--- src/adc_readout_cfg.svh ---
// Constants for the converter readout block: commands, widths, counts, codes.
// Assumes inclusion by bare name from package and design files.
`ifndef ADC_READOUT_CFG_SVH
`define ADC_READOUT_CFG_SVH
`define CMD_CONT_READ_ENTER 8'h5c
`define CMD_CONT_READ_EXIT 8'h58
`define CMD_READ_DATA 8'h58
`define RESULT_BITS 24
`define STATUS_BITS 8
`define ONES_RESET_COUNT 6'h28
`define CHAN_COUNT 4
`define CHAN_BITS 2
`define CLK_SRC_INTERNAL 2'h0
`define CLK_SRC_INT_OUT 2'h1
`define CLK_SRC_CRYSTAL 2'h2
`define CLK_SRC_EXTERNAL 2'h3
`define GAIN_1 3'h0
`define GAIN_8 3'h3
`define GAIN_16 3'h4
`define GAIN_32 3'h5
`define GAIN_64 3'h6
`define GAIN_128 3'h7
`define STATUS_READY_BIT 7
`endif

--- src/adc_readout_pkg.sv ---
// Types shared by the converter readout design.
// Assumes the cfg header defines all numeric constants.
`include "adc_readout_cfg.svh"
package adc_readout_pkg;
    typedef logic [`RESULT_BITS-1:0] result_t;
    typedef logic [`CHAN_BITS-1:0] chan_t;
    typedef logic [2:0] gain_t;
    typedef logic [1:0] clk_src_t;
    typedef enum logic [1:0] {
        ST_CMD = 2'b00,
        ST_SHIFT = 2'b01,
        ST_SKIP = 2'b10
    } serial_state_e;
endpackage

--- src/adc_conversion_readout.sv ---
// Summary of operation
// Converts continuously from reset without commands
// Completion clears ready, drives line low
// Host writes read command before data
// Line high after read; rereads allowed
// Result dropped while a read runs
// Loop enabled channels, update each result
// Ready per result, read during next
// Status byte appended when enabled
// Command 01011100 enters continuous read
// Continuous read outputs result on clocks
// Host sets continuous conversion first
// Continuous read: one read per result
// Unread result replaced at next completion
// Command 01011000 exits while ready low
// Forty ones on data in resets all
// Host holds data in low idle
// Unipolar output straight binary
// Bipolar output offset binary
// Three-bit code selects gain
// Two-bit field selects clock source
// Buffer enable routes input path
// Polarity bit selects output format
// Every access starts with command write
// Host waits after ones reset
// Line high before data update; code gives no high pulse when an unread result is replaced
// MSB first, status after word
//
// Serial readout side of a sigma-delta converter. The modulator is
// outside: it presents raw signed samples with a done strobe on CORE_CLK.
// SCLK, CS_N and DIN come from the host and are synchronised here.
`timescale 1ns/1ps
module adc_conversion_readout
    import adc_readout_pkg::*;
#(
    parameter int RESULT_W = `RESULT_BITS
) (
    input wire logic CORE_CLK, // 100 MHz core clock
    input wire logic RST_N, // Sync reset, active low
    input wire logic SCLK, // Host serial clock
    input wire logic CS_N, // Chip select, active low
    input wire logic DIN, // Host serial data
    output logic DOUT_RDY_N, // Data out and ready, active low
    input wire logic CONV_DONE, // Modulator result strobe
    input wire logic [RESULT_W-1:0] CONV_RAW, // Signed two's complement result
    input wire logic [`CHAN_COUNT-1:0] CHAN_ENABLE, // Enabled channels
    input wire logic APPEND_STATUS_ENABLE, // Append status byte
    input wire logic POLARITY_SELECT, // 1 unipolar, 0 bipolar
    input wire logic INPUT_BUFFER_ENABLE, // Buffered input path
    input wire adc_readout_pkg::gain_t GAIN_SELECT, // Gain code
    input wire adc_readout_pkg::clk_src_t CLOCK_SOURCE_SELECT, // Clock source
    output logic [`CHAN_BITS-1:0] ACTIVE_CHANNEL, // Channel now converting
    output logic [7:0] GAIN_VALUE, // Decoded gain
    output logic BUFFER_ON, // Buffer amplifier in path
    output logic EXT_CLOCK_USED, // External clock selected
    output logic MASTER_CLOCK_PIN2_EN, // Internal clock driven out
    output logic CONT_READ, // Continuous read mode active
    output logic [7:0] STATUS // Status register
);
    import adc_readout_pkg::*;

    localparam int FRAME_W = RESULT_W + `STATUS_BITS;

    logic [2:0] sclk_sync_ff;
    logic [1:0] cs_sync_ff;
    logic [1:0] din_sync_ff;
    logic sclk_rise, sclk_fall, cs_low, din_s;
    // Two flops per pin, third tap only for SCLK edge finding
    always_ff @(posedge CORE_CLK) begin
        if (!RST_N) begin
            sclk_sync_ff <= 3'h7;
            cs_sync_ff <= 2'h3;
            din_sync_ff <= 2'h0;
        end else begin
            sclk_sync_ff <= {sclk_sync_ff[1:0], SCLK};
            cs_sync_ff <= {cs_sync_ff[0], CS_N};
            din_sync_ff <= {din_sync_ff[0], DIN};
        end
    end
    assign sclk_rise = sclk_sync_ff[1] && !sclk_sync_ff[2];
    assign sclk_fall = !sclk_sync_ff[1] && sclk_sync_ff[2];
    assign cs_low = !cs_sync_ff[1];
    assign din_s = din_sync_ff[1];

    logic ones_reset;
    logic soft_rst;
    assign soft_rst = !RST_N || ones_reset;

    // Front end decode kept apart from the serial path
    adc_gain_decode u_decode (
        .CORE_CLK(CORE_CLK),
        .RST_N(!soft_rst),
        .gain_select(GAIN_SELECT),
        .clock_source_select(CLOCK_SOURCE_SELECT),
        .gain_value(GAIN_VALUE),
        .gain_valid(),
        .ext_clock_used(EXT_CLOCK_USED),
        .mclk_out_en(MASTER_CLOCK_PIN2_EN)
    );

    // buffer path select
    always_ff @(posedge CORE_CLK) begin
        if (soft_rst) BUFFER_ON <= 1'b0;
        else BUFFER_ON <= INPUT_BUFFER_ENABLE;
    end

    // forty ones reset
    logic [5:0] ones_cnt_ff;
    always_ff @(posedge CORE_CLK) begin
        if (!RST_N || ones_reset) begin
            ones_cnt_ff <= 6'h00;
        end else if (sclk_rise && cs_low) begin
            if (!din_s) ones_cnt_ff <= 6'h00;
            else ones_cnt_ff <= ones_cnt_ff + 6'h01;
        end
    end
    assign ones_reset = (ones_cnt_ff == `ONES_RESET_COUNT);

    // step through enabled channels
    function automatic chan_t next_chan(input chan_t cur, input logic [`CHAN_COUNT-1:0] en);
        chan_t c;
        c = cur;
        for (int i = 1; i <= `CHAN_COUNT; i++) begin
            c = chan_t'(cur + chan_t'(i));
            if (en[c]) return c;
        end
        return cur;
    endfunction

    // straight or offset binary
    result_t coded;
    assign coded = POLARITY_SELECT ? CONV_RAW : {~CONV_RAW[RESULT_W-1], CONV_RAW[RESULT_W-2:0]};

    serial_state_e state_ff;
    logic [7:0] cmd_ff;
    logic [2:0] cmd_bits_ff;
    logic [FRAME_W-1:0] shift_ff;
    logic [5:0] shift_cnt_ff;
    logic [5:0] frame_len;
    result_t data_ff;
    chan_t data_chan_ff;
    logic rdy_n_ff, lead_rdy_ff, reading;
    assign frame_len = APPEND_STATUS_ENABLE ? 6'(FRAME_W) : 6'(RESULT_W);
    assign reading = (state_ff == ST_SHIFT);

    // continuous conversion from reset
    // channel sequence on each done
    always_ff @(posedge CORE_CLK) begin
        if (soft_rst) ACTIVE_CHANNEL <= '0;
        else if (CONV_DONE) ACTIVE_CHANNEL <= next_chan(ACTIVE_CHANNEL, CHAN_ENABLE);
    end

    // drop result while command read runs
    // continuous read reloads on completion
    logic accept;
    assign accept = CONV_DONE && (CONT_READ || !reading);
    always_ff @(posedge CORE_CLK) begin
        if (soft_rst) begin
            data_ff <= '0;
            data_chan_ff <= '0;
        end else if (accept) begin
            data_ff <= coded;
            data_chan_ff <= ACTIVE_CHANNEL;
        end
    end

    // ready flag and status contents
    // channel in low status bits
    always_ff @(posedge CORE_CLK) begin
        if (soft_rst) STATUS <= 8'h80;
        else begin
            STATUS[`STATUS_READY_BIT] <= rdy_n_ff;
            STATUS[6:0] <= 7'(data_chan_ff);
        end
    end

    // Serial engine: command capture, shifting, continuous read
    always_ff @(posedge CORE_CLK) begin
        if (soft_rst || !cs_low) begin
            state_ff <= ST_CMD;
            cmd_bits_ff <= 3'h0;
            cmd_ff <= 8'h00;
            shift_cnt_ff <= 6'h00;
            if (soft_rst) begin
                CONT_READ <= 1'b0;
                shift_ff <= '0;
            end
        end else begin
            case (state_ff)
                ST_CMD: begin
                    if (CONT_READ && accept) begin
                        // auto load result
                        // MSB first, status after
                        shift_ff <= {coded, 1'b0, 7'(ACTIVE_CHANNEL)};
                        shift_cnt_ff <= 6'h00;
                        state_ff <= ST_SHIFT;
                        // Command bits realigned to the frame start
                        cmd_bits_ff <= 3'h0;
                    end else if (sclk_rise) begin
                        cmd_ff <= {cmd_ff[6:0], din_s};
                        cmd_bits_ff <= cmd_bits_ff + 3'h1;
                        if (cmd_bits_ff == 3'h7) begin
                            // enter continuous read
                            if ({cmd_ff[6:0], din_s} == `CMD_CONT_READ_ENTER) begin
                                CONT_READ <= 1'b1;
                            // exit when ready low
                            end else if (CONT_READ && !rdy_n_ff &&
                                         {cmd_ff[6:0], din_s} == `CMD_CONT_READ_EXIT) begin
                                CONT_READ <= 1'b0;
                            // data read command
                            end else if (!CONT_READ &&
                                         {cmd_ff[6:0], din_s} == `CMD_READ_DATA) begin
                                // reread of held data
                                shift_ff <= {data_ff, 1'b0, 7'(data_chan_ff)};
                                shift_cnt_ff <= 6'h00;
                                state_ff <= ST_SHIFT;
                            end
                        end
                    end
                end
                ST_SHIFT: begin
                    if (CONT_READ && accept) begin
                        // reset output register
                        shift_ff <= {coded, 1'b0, 7'(ACTIVE_CHANNEL)};
                        shift_cnt_ff <= 6'h00;
                        cmd_bits_ff <= 3'h0;
                    end else if (sclk_rise) begin
                        shift_ff <= {shift_ff[FRAME_W-2:0], 1'b0};
                        shift_cnt_ff <= shift_cnt_ff + 6'h01;
                        if (shift_cnt_ff + 6'h01 == frame_len) state_ff <= ST_CMD;
                        // exit watched while a result is pending
                        // Host sends the exit byte instead of reading the word
                        if (CONT_READ) begin
                            cmd_ff <= {cmd_ff[6:0], din_s};
                            cmd_bits_ff <= cmd_bits_ff + 3'h1;
                            if (cmd_bits_ff == 3'h7 && !rdy_n_ff &&
                                {cmd_ff[6:0], din_s} == `CMD_CONT_READ_EXIT) begin
                                CONT_READ <= 1'b0;
                                state_ff <= ST_CMD;
                            end
                        end
                    end
                end
                default: state_ff <= ST_CMD;
            endcase
        end
    end

    // ready flag
    always_ff @(posedge CORE_CLK) begin
        if (soft_rst) rdy_n_ff <= 1'b1;
        else if (accept) rdy_n_ff <= 1'b0;
        else if (reading && sclk_rise && shift_cnt_ff + 6'h01 == frame_len) rdy_n_ff <= 1'b1;
        else if (CONV_DONE) rdy_n_ff <= 1'b1;
    end

    // ready low stands until the first falling clock
    // Without it a result with MSB set would never show ready
    always_ff @(posedge CORE_CLK) begin
        if (soft_rst || !cs_low) lead_rdy_ff <= 1'b0;
        else if (CONT_READ && accept) lead_rdy_ff <= 1'b1;
        else if (sclk_fall) lead_rdy_ff <= 1'b0;
    end

    // Pin mux: data while shifting, else ready level
    always_ff @(posedge CORE_CLK) begin
        if (soft_rst) DOUT_RDY_N <= 1'b1;
        else if (!cs_low) DOUT_RDY_N <= 1'b1;
        else if (reading && lead_rdy_ff && !sclk_fall) DOUT_RDY_N <= 1'b0;
        else if (reading && !(sclk_rise && shift_cnt_ff + 6'h01 == frame_len))
            DOUT_RDY_N <= shift_ff[FRAME_W-1];
        else DOUT_RDY_N <= rdy_n_ff && !accept;
    end
endmodule

--- src/adc_gain_decode.sv ---
// Gain and clock source decode for the analog front end controls.
// Assumes static configuration inputs on the core clock.
`timescale 1ns/1ps
module adc_gain_decode
    import adc_readout_pkg::*;
(
    input wire logic CORE_CLK, // Core clock
    input wire logic RST_N, // Sync reset, active low
    input wire adc_readout_pkg::gain_t gain_select, // Gain code
    input wire adc_readout_pkg::clk_src_t clock_source_select, // Clock source
    output logic [7:0] gain_value, // Decoded amplifier gain
    output logic gain_valid, // Code is a legal gain
    output logic ext_clock_used, // Crystal or external clock
    output logic mclk_out_en // Drive internal clock out
);
    // Registered decode keeps analog controls glitch free
    // gain from code
    always_ff @(posedge CORE_CLK) begin
        if (!RST_N) begin
            gain_value <= 8'h01;
            gain_valid <= 1'b1;
        end else begin
            gain_valid <= 1'b1;
            case (gain_select)
                `GAIN_1: gain_value <= 8'h01;
                `GAIN_8: gain_value <= 8'h08;
                `GAIN_16: gain_value <= 8'h10;
                `GAIN_32: gain_value <= 8'h20;
                `GAIN_64: gain_value <= 8'h40;
                `GAIN_128: gain_value <= 8'h80;
                default: begin
                    gain_value <= 8'h01;
                    gain_valid <= 1'b0;
                end
            endcase
        end
    end
    // clock source select
    always_ff @(posedge CORE_CLK) begin
        if (!RST_N) begin
            ext_clock_used <= 1'b0;
            mclk_out_en <= 1'b0;
        end else begin
            ext_clock_used <= (clock_source_select == `CLK_SRC_CRYSTAL) ||
                              (clock_source_select == `CLK_SRC_EXTERNAL);
            mclk_out_en <= (clock_source_select == `CLK_SRC_INT_OUT);
        end
    end
endmodule

--- config.mk ---
export PLATFORM = sky130hd
export DESIGN_NAME = adc_conversion_readout
export DESIGN_NICKNAME = d
export VERILOG_FILES = /design/src/adc_readout_pkg.sv /design/src/adc_conversion_readout.sv /design/src/adc_gain_decode.sv
export VERILOG_INCLUDE_DIRS = /design/src /design/src/src
export SDC_FILE = /design/constraint.sdc
export NUM_CORES = 1
export LEC_CHECK = 0
export BUFFER_PORTS_ARGS = -buffer_cell sky130_fd_sc_hd__buf_2
export CAP_MARGIN = 20
export CELL_PAD_IN_SITES_DETAIL_PLACEMENT = 0
export CELL_PAD_IN_SITES_GLOBAL_PLACEMENT = 1
export CORE_MARGIN = 2
export CORE_UTILIZATION = 47
export CTS_BUF_LIST = sky130_fd_sc_hd__clkbuf_16
export CTS_CLUSTER_SIZE = 28
export DETAILED_ROUTE_END_ITERATION = 6
export PLACE_DENSITY_LB_ADDON = 0.12
export SLEW_MARGIN = 20
export SYNTH_ARGS = -nofsm -noshare
export SYNTH_HDL_FRONTEND = slang
export SYNTH_SLANG_ARGS = --single-unit
--- constraint.sdc ---
create_clock -name CORE_CLK -period 12.55 [get_ports CORE_CLK]
set_input_delay 1.255 -clock CORE_CLK [delete_from_list [all_inputs] [get_ports CORE_CLK]]
set_output_delay 1.255 -clock CORE_CLK [all_outputs]
set_load 0.02 [all_outputs]
==> flow_metrics.py <==
metrics = {
    "outcome": {
        "status": "finished, final reports clean",
    },
    "critical_path": {
        "path_max_fanout": 44,
        "crit_type": "in2reg",
        "r2r_setup_slack_ps": 10060,
        "cp_cell_sequence": "buf_2, o311ai_4, buf_4, nor3_1, and2_1, o21ai_0, o31ai_1",
        "critPathLaunchType": "input pin",
        "worstPathRequired_ps": 12810,
        "crit_slowest_cell": "nor3_1",
        "crit_arrival_ps": 2760,
        "end_kind": "flip-flop",
        "max_stage_delay_ps": 510,
    },
    "sta": {
        "fmax_ghz": 0.4005,
        "whs_ps": 413.4,
        "finalHoldViolations": 0,
        "setup_tns_ps": 0,
        "grt_setup_unrepaired": "no",
        "slew_headroom": 0.5310,
        "fin_crit_sh": 0.1990,
        "tightest_slew_ps": 697.6,
        "fin_skew_ps": 7.889,
        "layout_setup_ws_ps": 10050,
        "fin_crit_ps": 2497,
        "setup_viol": 0,
        "slew_violations": 0,
    },
    "floorplanning": {
        "initial_utilization": 0.4766,
        "die_w_um": 105.4,
        "die_y_um": 105.4,
        "core_area_um2": 10140,
        "fp-row-count": 37,
        "dieArea_um2": 11110,
        "io_pins": 65,
    },
    "clock_tree": {
        "cts_buffers": 9,
        "htreeDepth": 3,
        "clk_pin_slew_ps": 70,
        "post-cts-setup-buffers": 0,
        "cts_tree": "yes",
        "clockBufferDepth": 2,
        "cts_resized": 0,
        "clk_latency_ps": 350,
        "cts_hold_buffers": 0,
        "clock-sinks": 107,
        "root_buffer": "clkbuf_16",
    },
    "grt": {
        "grt_pass1_wl_um": 17750,
        "grt-ovfl-total": 0,
        "grt_pass1_vias": 3662,
        "globalRouteTotalUtil": 0.1986,
        "grt_max_degree": 53,
        "antenna_found_initial": 0,
    },
    "synthesis": {
        "syn_inst": 524,
        "ys.flop_type": "dfxtp_1",
        "synth.most_common_cell": "nand2_1",
        "synth_area_um2": 4832,
        "async_flop_share": 0,
        "synth_area_leaders": "dfxtp_1 31%, edfxtp_1 21%, nand2_1 9.3%",
        "synth_common_cells": "120 x nand2_1, 74 x dfxtp_1, 54 x nor2_1",
        "synth-seq-area-share": 0.5117,
        "synth_cell_types": 61,
        "ys_ff_latch": 107,
        "avgSynthCellArea_um2": 9.222,
        "synth-edff-count": 33,
        "yosys_warnings": 0,
        "synth.top_cell.area_share": 0.3066,
        "synth_top_cell_by_area": "dfxtp_1",
    },
    "detailed_routing": {
        "drc": 0,
        "wl_um": 10340,
        "dr.first_iter.drc_count": 220,
        "vias": 3820,
        "vias_per_cell": 5.388,
        "first_pass_iters": 4,
        "ant_nets": 0,
        "wire_per_inst_um": 14.59,
    },
    "final_layout": {
        "fin_nets": 615,
        "antenna_cells": 0,
        "postLayoutCoreUtil": 0.5439,
        "drive_above_1_share": 0.1780,
        "syn_to_final_growth_pct": 14.11,
        "fill_cells": 967,
    },
    "power_and_ir_drop": {
        "leakage_nw": 2.018,
        "peakVddDrop_mv": 0.07623,
        "p_per_area_nw_per_um2": 130.4,
    },
    "placed_design": {
        "place_ws_ps": 9668,
        "placement.io_buffers": 57,
        "hpwl_um": 6710,
        "gp_congestion": 0.7603,
    },
    "hold_path": {
        "hold_class": "reg2reg",
    },
    "run": {
        "maxCapViolCount": 0,
    },
}
-- power breakdown --
group	total [W]	leakage (nW)	switching, W	internal, W
clock network	0.000286	0.142	0.000131	0.000156
logic	0.0000540	0.930	0.0000338	0.0000202
registers	0.000379	0.946	0.00000989	0.000369
total	0.000719	2.02	0.000174	0.000545
-- per-layer routing --
layer  vias up  global-route usage  part of all wire
li1       1909                   -                 -
met1      1813              0.2813              0.50
met2        86              0.3018              0.44
met3        12             0.03649             0.046
met4         0             0.07619             0.017
met5         -                   0                 0
-- state kept, by name (all words and copies together) (netlist names), 2 cells and up --
signal,count
ACTIVE_CHANNEL,2
STATUS,3
cmd_bits_ff,3
cmd_ff,7
cs_sync_ff,2
data_chan_ff,2
data_ff,24
din_sync_ff,2
ones_cnt_ff,6
sclk_sync_ff,3
shift_cnt_ff,6
shift_ff,32
state_ff,2
u_decode.gain_value,6
-- per-stage QoR --
stage,total power (W),cell area (µm²),instances
6_report,0.0007192,5514,709
5_1_grt,0.0007473,5514,709
4_1_cts,0.0007262,5514,709
3_5_place_dp,0.0004409,5213,693
3_3_place_gp,0.0004396,5207,693
2_1_floorplan,0.0004217,4858,531
-- worst max-delay path, delay by kind of cell --
kind            cells  cell delay (ps)
buf+inv             2              510
simple gates        2              710
compound gates      3              280
-- kinds of logic after synthesis --
family / share of synthesized area
buffers and inverters: 0.04713
other: 0.0007761
and+or+nand+nor: 0.2240
AOI/OAI and AO/OA: 0.1665
muxes: 0.02072
DFF: 0.5117
xor gates and xnor gates: 0.01631
adders and majority gates: 0.01295
-- layout by cell type (no fill, tap or decap), types with 5 or more instances in the layout --
cell / count
nand2_1: 119
dfxtp_1: 74
buf_2: 57
nor2_1: 54
a21oi_1: 38
edfxtp_1: 33
a311oi_1: 27
and2_1: 16
o21ai_0: 12
mux2i_1: 10
inv_1: 9
nand2b_1: 9
clkbuf_16: 9
conb_1: 8
buf_4: 7
nand3_1: 5
nor3_1: 5
xnor2_1: 5
ha_1: 5
-- worst paths after layout --
| kind | from | to | cells after the start |
|---|---|---|---|
| max | RST_N | shift_cnt_ff[5] | 7 |
| min | sclk_sync_ff[0] | sclk_sync_ff[1] | 1 |
| max reg2reg | state_ff[1] | DOUT_RDY_N | 7 |
| min reg2reg | sclk_sync_ff[0] | sclk_sync_ff[1] | 1 |
-- layout make-up --
cell class | instances | area, µm² | share of cell area
clock buffer | 9 | 225.2 | 0.04084
clock inverter | 7 | 76.32 | 0.01384
inverter | 9 | 33.78 | 0.006127
multi-input combinational | 377 | 2198 | 0.3987
sequential | 107 | 2472 | 0.4484
tap | 136 | 170.2 | 0.03086
timing repair buffer | 64 | 337.8 | 0.06127
Power figures use the tool's default switching activity.
